`src/ace_pkg.sv`:
```
// constants shared by the comparator event conditioning block
// assumes byte addressing on a 32-bit apb bus, one word per register
package ace_pkg;

  localparam int          ACE_NUM_CMP       = 3;
  localparam logic [11:0] ACE_CTL0_OFFSET   = 12'h024;
  localparam logic [11:0] ACE_CTL1_OFFSET   = 12'h044;
  localparam logic [11:0] ACE_CTL2_OFFSET   = 12'h064;
  localparam logic [11:0] ACE_STATUS_OFFSET = 12'h080;
  localparam logic [31:0] ACE_CTL_RESET     = 32'h0000_0000;
  localparam logic [31:0] ACE_CTL_WMASK     = 32'h0000_0EFE;

  localparam int ACE_OUTPUT_INVERT_BIT   = 1;
  localparam int ACE_INT_SENSE_LSB       = 2;
  localparam int ACE_INT_LEVEL_BIT       = 4;
  localparam int ACE_TRIG_SENSE_LSB      = 5;
  localparam int ACE_TRIG_LEVEL_BIT      = 7;
  localparam int ACE_REF_SELECT_LSB      = 9;
  localparam int ACE_TRIG_OUT_EN_BIT     = 11;

  typedef enum logic [1:0] {
    ACE_SENSE_LEVEL   = 2'h0,
    ACE_SENSE_FALLING = 2'h1,
    ACE_SENSE_RISING  = 2'h2,
    ACE_SENSE_EITHER  = 2'h3
  } ace_sense_e;

endpackage : ace_pkg

```
`src/ace_sense.sv`:
```
// one sense selector: level with polarity, falling, rising or either edge
// assumes cond and prev are synchronous samples on clock
`timescale 1ns/1ps
`default_nettype none
module ace_sense
  import ace_pkg::*;
(
  input  wire logic       cond,     // conditioned comparator level
  input  wire logic       prev,     // previous sample of cond
  input  wire logic [1:0] sense,    // sense selection field
  input  wire logic       level,    // polarity for level sense
  output logic            event_o   // qualified event
);
  import ace_pkg::*;

  always_comb
  begin
    case (ace_sense_e'(sense))
      ACE_SENSE_LEVEL:   event_o = (cond == level);
      ACE_SENSE_FALLING: event_o = prev & ~cond;
      ACE_SENSE_RISING:  event_o = ~prev & cond;
      default:           event_o = prev ^ cond;
    endcase
  end
endmodule : ace_sense
`default_nettype wire

```
`src/ace_channel.sv`:
```
// one comparator channel: invert, edge sampling, interrupt and trigger sense
// assumes cmp_raw is synchronous to clock
`timescale 1ns/1ps
`default_nettype none
module ace_channel
  import ace_pkg::*;
(
  input  wire logic        clock,    // system clock
  input  wire logic        rst_n,    // async reset, active low
  input  wire logic        cmp_raw,  // raw comparator output
  input  wire logic [31:0] ctl,      // control register value
  output logic             irq,      // interrupt request
  output logic             trig      // converter trigger event
);
  import ace_pkg::*;

  logic cond;
  logic prev_q;
  logic prev_d;
  logic trig_raw;

  // inversion precedes every conditioning path
  assign cond = cmp_raw ^ ctl[ACE_OUTPUT_INVERT_BIT]; // RL6

  always_comb
  begin
    prev_d = cond;
  end

  // previous sample feeds edge compare, one-cycle events
  always_ff @(posedge clock or negedge rst_n)
  begin
    if (!rst_n)
      prev_q <= 1'b0;
    else
      prev_q <= prev_d; // RL9
  end

  ace_sense u_int_sense (
    .cond    (cond),
    .prev    (prev_q),
    .sense   (ctl[ACE_INT_SENSE_LSB+:2]),  // RL5
    .level   (ctl[ACE_INT_LEVEL_BIT]),     // RL4
    .event_o (irq)
  );

  ace_sense u_trig_sense (
    .cond    (cond),
    .prev    (prev_q),
    .sense   (ctl[ACE_TRIG_SENSE_LSB+:2]), // RL3
    .level   (ctl[ACE_TRIG_LEVEL_BIT]),    // RL2
    .event_o (trig_raw)
  );

  assign trig = trig_raw & ctl[ACE_TRIG_OUT_EN_BIT]; // RL1

  a_trig_gate: assert property (@(posedge clock) disable iff (!rst_n) // RL1
    !ctl[ACE_TRIG_OUT_EN_BIT] |-> !trig)
    else $error("trigger passed while disabled");
  a_trig_level: assert property (@(posedge clock) disable iff (!rst_n) // RL2
    (ctl[ACE_TRIG_SENSE_LSB+:2] == ACE_SENSE_LEVEL && ctl[ACE_TRIG_OUT_EN_BIT])
    |-> (trig == (cond == ctl[ACE_TRIG_LEVEL_BIT])))
    else $error("level trigger wrong");
  a_trig_rise: assert property (@(posedge clock) disable iff (!rst_n) // RL3
    (ctl[ACE_TRIG_SENSE_LSB+:2] == ACE_SENSE_RISING && ctl[ACE_TRIG_OUT_EN_BIT]
     && $rose(cond) && $stable(ctl)) |-> trig)
    else $error("rising trigger missed");
  a_irq_level: assert property (@(posedge clock) disable iff (!rst_n) // RL4
    (ctl[ACE_INT_SENSE_LSB+:2] == ACE_SENSE_LEVEL)
    |-> (irq == (cond == ctl[ACE_INT_LEVEL_BIT])))
    else $error("level irq wrong");
  a_irq_fall: assert property (@(posedge clock) disable iff (!rst_n) // RL5
    (ctl[ACE_INT_SENSE_LSB+:2] == ACE_SENSE_FALLING
     && $fell(cond) && $stable(ctl)) |-> irq)
    else $error("falling irq missed");
  // the pulse must drop once input and setup rest for one cycle
  a_irq_edge_pulse: assert property (@(posedge clock) disable iff (!rst_n) // RL9
    (ctl[ACE_INT_SENSE_LSB+:2] == ACE_SENSE_EITHER && irq
     ##1 ($stable(cmp_raw) && $stable(ctl))) |-> !irq)
    else $error("edge irq longer than one cycle");
  a_invert_path: assert property (@(posedge clock) disable iff (!rst_n) // RL6
    (ctl[ACE_INT_SENSE_LSB+:2] == ACE_SENSE_LEVEL && ctl[ACE_INT_LEVEL_BIT]
     && ctl[ACE_OUTPUT_INVERT_BIT]) |-> (irq == !cmp_raw))
    else $error("inversion not applied");
endmodule : ace_channel
`default_nettype wire

```
`src/ace_top.sv`:
```
// comparator event conditioning: three channels behind an apb slave
// assumes comparator outputs are synchronous to clock; no wait states
//
// Contract
// [RL1] trigger enable clear suppresses all converter triggers; set passes them
// [RL2] level trigger fires while conditioned output equals trigger polarity bit
// [RL3] trigger sense: 0 level, 1 falling, 2 rising, 3 either edge
// [RL4] level interrupt asserts while conditioned output equals interrupt polarity bit
// [RL5] interrupt sense: 0 level, 1 falling, 2 rising, 3 either edge
// [RL6] invert bit flips raw comparator output before all conditioning
// [RL7] reserved control bits read zero and ignore writes
// [RL8] three control registers at 0x024, 0x044, 0x064, reset to zero
// [RL9] edges found by comparing with previous clocked sample, one-cycle events
//
// The APB interface to the registers and the placing of the registers were chosen for this implementation.
`timescale 1ns/1ps
`default_nettype none
module ace_top
  import ace_pkg::*;
(
  input  wire logic                   clock,    // system clock, 50 MHz
  input  wire logic                   rst_n,    // async reset, active low
  input  wire logic                   psel,     // apb select
  input  wire logic                   penable,  // apb enable
  input  wire logic                   pwrite,   // apb direction
  input  wire logic [11:0]            paddr,    // apb byte address
  input  wire logic [31:0]            pwdata,   // apb write data
  output logic                        pready,   // apb ready
  output logic [31:0]                 prdata,   // apb read data, registered
  output logic                        pslverr,  // apb error, unmapped address
  input  wire logic [ACE_NUM_CMP-1:0] cmp_raw,  // raw comparator outputs
  output logic [ACE_NUM_CMP-1:0]      irq,      // interrupt requests
  output logic [ACE_NUM_CMP-1:0]      trig,     // converter trigger events
  output logic [1:0]                  ref_sel0, // reference select, comparator 0
  output logic [1:0]                  ref_sel1, // reference select, comparator 1
  output logic [1:0]                  ref_sel2  // reference select, comparator 2
);
  import ace_pkg::*;

  // ------------------------------------------------------------
  // register file
  // ------------------------------------------------------------
  logic [31:0] ctl_q [ACE_NUM_CMP];
  logic [31:0] ctl_d [ACE_NUM_CMP];
  logic [31:0] rdata_q;
  logic [31:0] rdata_d;
  logic        err_q;
  logic        err_d;
  logic        setup;
  logic [1:0]  sel_idx;
  logic        sel_ctl;
  logic        sel_status;
  logic [31:0] status_word;

  // answer comes in the access phase after a setup cycle, no waits
  assign setup  = psel & ~penable;
  assign pready = 1'b1;

  // live event levels, sampled into the read register at setup
  assign status_word = {26'h0, trig, irq};

  always_comb
  begin
    sel_idx    = 2'h0;
    sel_ctl    = 1'b0;
    sel_status = 1'b0;
    if (paddr == ACE_CTL0_OFFSET) // RL8
    begin
      sel_ctl = 1'b1;
      sel_idx = 2'h0;
    end
    else if (paddr == ACE_CTL1_OFFSET)
    begin
      sel_ctl = 1'b1;
      sel_idx = 2'h1;
    end
    else if (paddr == ACE_CTL2_OFFSET)
    begin
      sel_ctl = 1'b1;
      sel_idx = 2'h2;
    end
    else if (paddr == ACE_STATUS_OFFSET)
    begin
      sel_status = 1'b1;
    end
  end

  always_comb
  begin
    for (int i = 0; i < ACE_NUM_CMP; i++)
    begin
      ctl_d[i] = ctl_q[i];
    end
    rdata_d = rdata_q;
    err_d   = err_q;
    if (setup)
    begin
      err_d   = ~(sel_ctl | sel_status);
      rdata_d = 32'h0000_0000;
      if (!pwrite && sel_ctl)
        rdata_d = ctl_q[sel_idx];
      else if (!pwrite && sel_status)
        rdata_d = status_word;
    end
    // write lands at the completing edge; reserved bits masked off
    if (psel && penable && pwrite && sel_ctl)
      ctl_d[sel_idx] = pwdata & ACE_CTL_WMASK; // RL7
  end

  always_ff @(posedge clock or negedge rst_n)
  begin
    if (!rst_n)
    begin
      for (int i = 0; i < ACE_NUM_CMP; i++)
      begin
        ctl_q[i] <= ACE_CTL_RESET; // RL8
      end
      rdata_q <= 32'h0000_0000;
      err_q   <= 1'b0;
    end
    else
    begin
      for (int i = 0; i < ACE_NUM_CMP; i++)
      begin
        ctl_q[i] <= ctl_d[i];
      end
      rdata_q <= rdata_d;
      err_q   <= err_d;
    end
  end

  assign prdata   = rdata_q;
  assign pslverr  = err_q & psel & penable;
  assign ref_sel0 = ctl_q[0][ACE_REF_SELECT_LSB+:2];
  assign ref_sel1 = ctl_q[1][ACE_REF_SELECT_LSB+:2];
  assign ref_sel2 = ctl_q[2][ACE_REF_SELECT_LSB+:2];

  // ------------------------------------------------------------
  // channels
  // ------------------------------------------------------------
  for (genvar g = 0; g < ACE_NUM_CMP; g++)
  begin : g_ch
    ace_channel u_ch (
      .clock   (clock),
      .rst_n   (rst_n),
      .cmp_raw (cmp_raw[g]),
      .ctl     (ctl_q[g]),
      .irq     (irq[g]),
      .trig    (trig[g])
    );
  end

  // ------------------------------------------------------------
  // checks
  // ------------------------------------------------------------
  a_reserved_zero: assert property (@(posedge clock) disable iff (!rst_n) // RL7
    (ctl_q[0] & ~ACE_CTL_WMASK) == 32'h0)
    else $error("reserved bits set");
  a_reserved_one: assert property (@(posedge clock) disable iff (!rst_n) // RL7
    (ctl_q[1] & ~ACE_CTL_WMASK) == 32'h0)
    else $error("reserved bits set");
  a_reserved_two: assert property (@(posedge clock) disable iff (!rst_n) // RL7
    (ctl_q[2] & ~ACE_CTL_WMASK) == 32'h0)
    else $error("reserved bits set");
  a_write_ch0: assert property (@(posedge clock) disable iff (!rst_n) // RL8
    (psel && penable && pwrite && paddr == ACE_CTL0_OFFSET)
    |=> ctl_q[0] == ($past(pwdata) & ACE_CTL_WMASK))
    else $error("write lost");
  a_write_lands: assert property (@(posedge clock) disable iff (!rst_n) // RL8
    (psel && penable && pwrite && paddr == ACE_CTL1_OFFSET)
    |=> ctl_q[1] == ($past(pwdata) & ACE_CTL_WMASK))
    else $error("write lost");
  a_write_ch2: assert property (@(posedge clock) disable iff (!rst_n) // RL8
    (psel && penable && pwrite && paddr == ACE_CTL2_OFFSET)
    |=> ctl_q[2] == ($past(pwdata) & ACE_CTL_WMASK))
    else $error("write lost");
  // reads, status writes and stray addresses leave the setup words alone
  a_ctl_hold: assert property (@(posedge clock) disable iff (!rst_n) // RL7
    !(psel && penable && pwrite && sel_ctl)
    |=> ($stable(ctl_q[0]) && $stable(ctl_q[1]) && $stable(ctl_q[2])))
    else $error("control changed without a write");

  // ------------------------------------------------------------
  // checks: read path and error response
  // ------------------------------------------------------------
  a_read_ch0: assert property (@(posedge clock) disable iff (!rst_n) // RL8
    (psel && !penable && !pwrite && paddr == ACE_CTL0_OFFSET)
    |=> prdata == $past(ctl_q[0]))
    else $error("control read wrong");
  a_read_ch1: assert property (@(posedge clock) disable iff (!rst_n) // RL8
    (psel && !penable && !pwrite && paddr == ACE_CTL1_OFFSET)
    |=> prdata == $past(ctl_q[1]))
    else $error("control read wrong");
  a_read_ch2: assert property (@(posedge clock) disable iff (!rst_n) // RL8
    (psel && !penable && !pwrite && paddr == ACE_CTL2_OFFSET)
    |=> prdata == $past(ctl_q[2]))
    else $error("control read wrong");
  a_read_status: assert property (@(posedge clock) disable iff (!rst_n)
    (psel && !penable && !pwrite && sel_status)
    |=> prdata == $past(status_word))
    else $error("status read wrong");
  a_unmapped_zero: assert property (@(posedge clock) disable iff (!rst_n) // RL8
    (psel && !penable && !sel_ctl && !sel_status)
    |=> prdata == 32'h0000_0000)
    else $error("unmapped read not zero");
  a_unmapped_err: assert property (@(posedge clock) disable iff (!rst_n) // RL8
    (psel && !penable && !sel_ctl && !sel_status) ##1 (psel && penable)
    |-> pslverr)
    else $error("unmapped access without error");
  a_mapped_ok: assert property (@(posedge clock) disable iff (!rst_n) // RL8
    (psel && !penable && (sel_ctl || sel_status)) ##1 (psel && penable)
    |-> !pslverr)
    else $error("mapped access flagged as error");
endmodule : ace_top
`default_nettype wire

```
`config.mk`:
```
export PLATFORM = sky130hd
export DESIGN_NAME = ace_top
export DESIGN_NICKNAME = d
export VERILOG_FILES = /design/src/ace_pkg.sv /design/src/ace_sense.sv /design/src/ace_channel.sv /design/src/ace_top.sv
export SDC_FILE = /design/constraint.sdc
export NUM_CORES = 1
export LEC_CHECK = 0
export BUFFER_PORTS_ARGS = -buffer_cell sky130_fd_sc_hd__buf_2
export CAP_MARGIN = 20
export CELL_PAD_IN_SITES_DETAIL_PLACEMENT = 0
export CELL_PAD_IN_SITES_GLOBAL_PLACEMENT = 2
export CORE_MARGIN = 10
export CORE_UTILIZATION = 27
export CTS_CLUSTER_SIZE = 28
export DETAILED_ROUTE_END_ITERATION = 12
export GPL_TIMING_DRIVEN = 0
export PLACE_DENSITY_LB_ADDON = 0.1
export SLEW_MARGIN = 20
export SYNTH_ARGS = -nofsm -noshare
export SYNTH_HDL_FRONTEND = slang
export SYNTH_SLANG_ARGS = --single-unit
```
`constraint.sdc`:
```
create_clock -name clock -period 1.6 [get_ports clock]
set_input_delay 0 -clock clock [delete_from_list [all_inputs] [get_ports clock]]
set_output_delay 0 -clock clock [all_outputs]
set_load 0.005 [all_outputs]
```
==> impl_results.md <==
* Status: finished, violations left
* Violated checks: negative setup slack
* Post-synth ARST share at 100%
* Synth Area per Inst at 11.1 µm²
* Area grow syn2layout at 37.9%
* Rel. slew slack at 59.0%
* Period utilization at 100%
* Unique masters post-synth at 43
* R2R Path End: prdata[0]$_DFFE_PN0P_
* DRT Pass-1 Iters at 4
* Dpl ws at -0.394 ns
* CTS tree: yes
* Pwr Total at 2130 µW
* Core Area at 9370 µm²
* Internal reg-to-reg setup slack at 0.12 ns
* Crit path max fanout at 2
* Hold Crit Endpoint: g_ch[0].u_ch.prev_q$_DFF_PN0_
* Post-DP Area at 3130 µm²
* Share of layout cells above drive strength 1 at 49.1%
* GP Congestion at 0.677
* WHS at 0.0770 ns
* Max-cap violations at 0
* Total CTS buffers at 5
* Io pins at 98
* Largest net degree at the start of global routing at 46
* Routed via count at 2035
* Final Hold Fails at 0
* Synth warn at 0
* FF-to-FF Start: ctl_q[65]$_DFFE_PN0P_
* First-pass GRT wire length at 12500 µm
* Clock-pin slew on the worst setup and hold paths at 0.08 ns
* Rows at 35
* ANT cells at 0
* CTS Buffer Depth at 2
* Total GRT Usage at 11.1%
* Worst hold path class: in -> reg
* Starting Density at 28.1%
* Commonest non-fill, non-tap cell in the layout: buf_2
* Measured slew at the worst slew-check pin at 0.615 ns
* CP Class: reg -> out
* Final setup viols at 1
* Tmin final at 1.60 ns
* Final WL at 7600 µm
* Final #Nets at 387
* Max-slew violation count at 0
* Wirelength per Cell at 16.3 µm
* Hold_sp: cmp_raw[0]
* Most frequent cells in the layout: buf_2, dfrtp_1, buf_4
* Synth Cell Area at 2630 µm²
* RSZ-0062 raised after global routing: yes
* Post-synthesis sequential area ratio at 42.8%
* WP data required at 1.60 ns
* Crit path capture type: output port
* Post-synthesis cell count at 236
* Setup ws final at -0.000338 ns
* Worst r2r path cells at 6
* Leakage power at 0.00177 µW
* HPWL Detailed at 5600 µm
* Pwr dens at 586 nW/µm²
* Max Clock Skew at 0.00739 ns
* #FFs+latches synth at 45
* Htree depth at 2
* Full die area at 14100 µm²
* Worst vdd ir at 0.000267 V
* Total clock sinks at 45
* Number of enable flip-flop cells after synthesis at 0
* Root buf cell: clkbuf_8
* Fmax at 625 MHz
* Grt ovf at 0
* Worst EP arrival at 1.60 ns
* Startpoint types: register
* Hold depth at 3
* FILL cells at 989
* Die width at 119 µm
* Port bufs at 52
* Main flop type after synthesis: dfrtp_1
* Initial DRC count at 59
* Post-Route Setup TNS at -0.000338 ns
* Final instance area at 3630 µm²
* Initial antenna violation count at 0
* Vias/cell at 4.38
* DRC viols at 0
* Clock Latency Late Sink at 0.30 ns
* Die height at 119 µm
* Number of global-route vias before repair at 2256
* Post-route ant nets at 0
-- cells in the mapped netlist (2+ instances only) --
cell type	count	area (µm²)
a211oi_1	5	37.5
and3_1	4	25.0
buf_2	4	20.0
buf_4	34	255
conb_1	2	7.51
dfrtp_1	45	1130
inv_1	8	30.0
mux2_2	22	248
mux2_4	10	150
mux2i_1	5	50.1
nand2_1	19	71.3
nand2b_1	2	12.5
nand3_1	2	10.0
nand4_1	2	12.5
nor2_1	8	30.0
nor2b_1	8	50.1
nor3_1	2	10.0
nor3_4	2	32.5
nor3b_1	6	45.0
o2111ai_1	3	26.3
o211ai_1	6	45.0
o21ai_0	2	10.0
o311ai_0	6	52.6
o31ai_1	6	45.0
or2_2	2	12.5
or3_1	2	12.5
xnor2_1	3	26.3
-- routing by layer --
layer  up-vias  wire length, µm  global-route usage (%)
li1        988                -                       -
met1       983             3470                    13.5
met2        57             3720                    18.9
met3         7              306                    2.57
met4         0              103                    3.44
met5         -                0                       0
-- critical path: stages (launching register included) --
cell and delay, ns:
dfrtp_2 0.45, xor2_4 0.19, mux2_4 0.32, or2_4 0.23, buf_6 0.11
-- what timing repair did --
item                       CTS  global route
hold endpoints to repair    75             0
hold buffers                11             0
buffers inserted            14             1
resized for setup           29             9
setup endpoints to repair   30            16
pin swaps                   14             6
-- metrics by stage --
stage | util (%) | instances
2_1_floorplan | - | 256
3_3_place_gp | 33.4 | 437
3_5_place_dp | 33.4 | 437
4_1_cts | 38.2 | 465
5_1_grt | 38.7 | 465
6_report | 38.7 | 465
-- flip-flops by register name, indices dropped and copies added (netlist names) --
name / cells
ctl_q: 24
prdata: 11
g_ch.u_ch.prev_q: 3
ref_sel0: 2
ref_sel1: 2
ref_sel2: 2
err_q: 1
-- cells by family after synthesis --
kind of cell / count (synthesis) / synth area share [%]
simple gates: 65 / 15.3
buf+inv: 49 / 12.3
other cells: 2 / 0.285
compound gates: 32 / 9.65
mux: 38 / 17.5
xor+xnor: 5 / 2.24
flops: 45 / 42.8
-- power by group --
part,switching (µW),internal (µW)
combinational,130,137
clock,397,308
sequential,8.64,1140
total,536,1590
-- worst max path at each step --
stage / from / endpoint / cells past startpoint
3_3_place_gp: paddr[10] / ctl_q[34]$_DFFE_PN0P_ / 5
5_1_grt: ctl_q[65]$_DFFE_PN0P_ / irq[0] / 4
2_1_floorplan: paddr[10] / ctl_q[65]$_DFFE_PN0P_ / 5
4_1_cts: ctl_q[65]$_DFFE_PN0P_ / irq[0] / 4
6_report: ctl_q[1]$_DFFE_PN0P_ / irq[2] / 4
3_5_place_dp: paddr[10] / ctl_q[39]$_DFFE_PN0P_ / 5
-- cell type report --
| cell class | instances | area (µm²) | share of cell area, % |
|---|---|---|---|
| clock buffers | 6 | 72.6 | 2.00 |
| multi-input cells | 162 | 1420 | 39.0 |
| inverters | 8 | 30.0 | 0.828 |
| clock inverters | 2 | 15.0 | 0.414 |
| well taps | 129 | 161 | 4.45 |
| flip-flops and latches | 45 | 1130 | 31.1 |
| plain buffers | 35 | 251 | 6.93 |
| repair buffers | 78 | 552 | 15.2 |
Note: power is estimated with default switching activity, not from simulation.
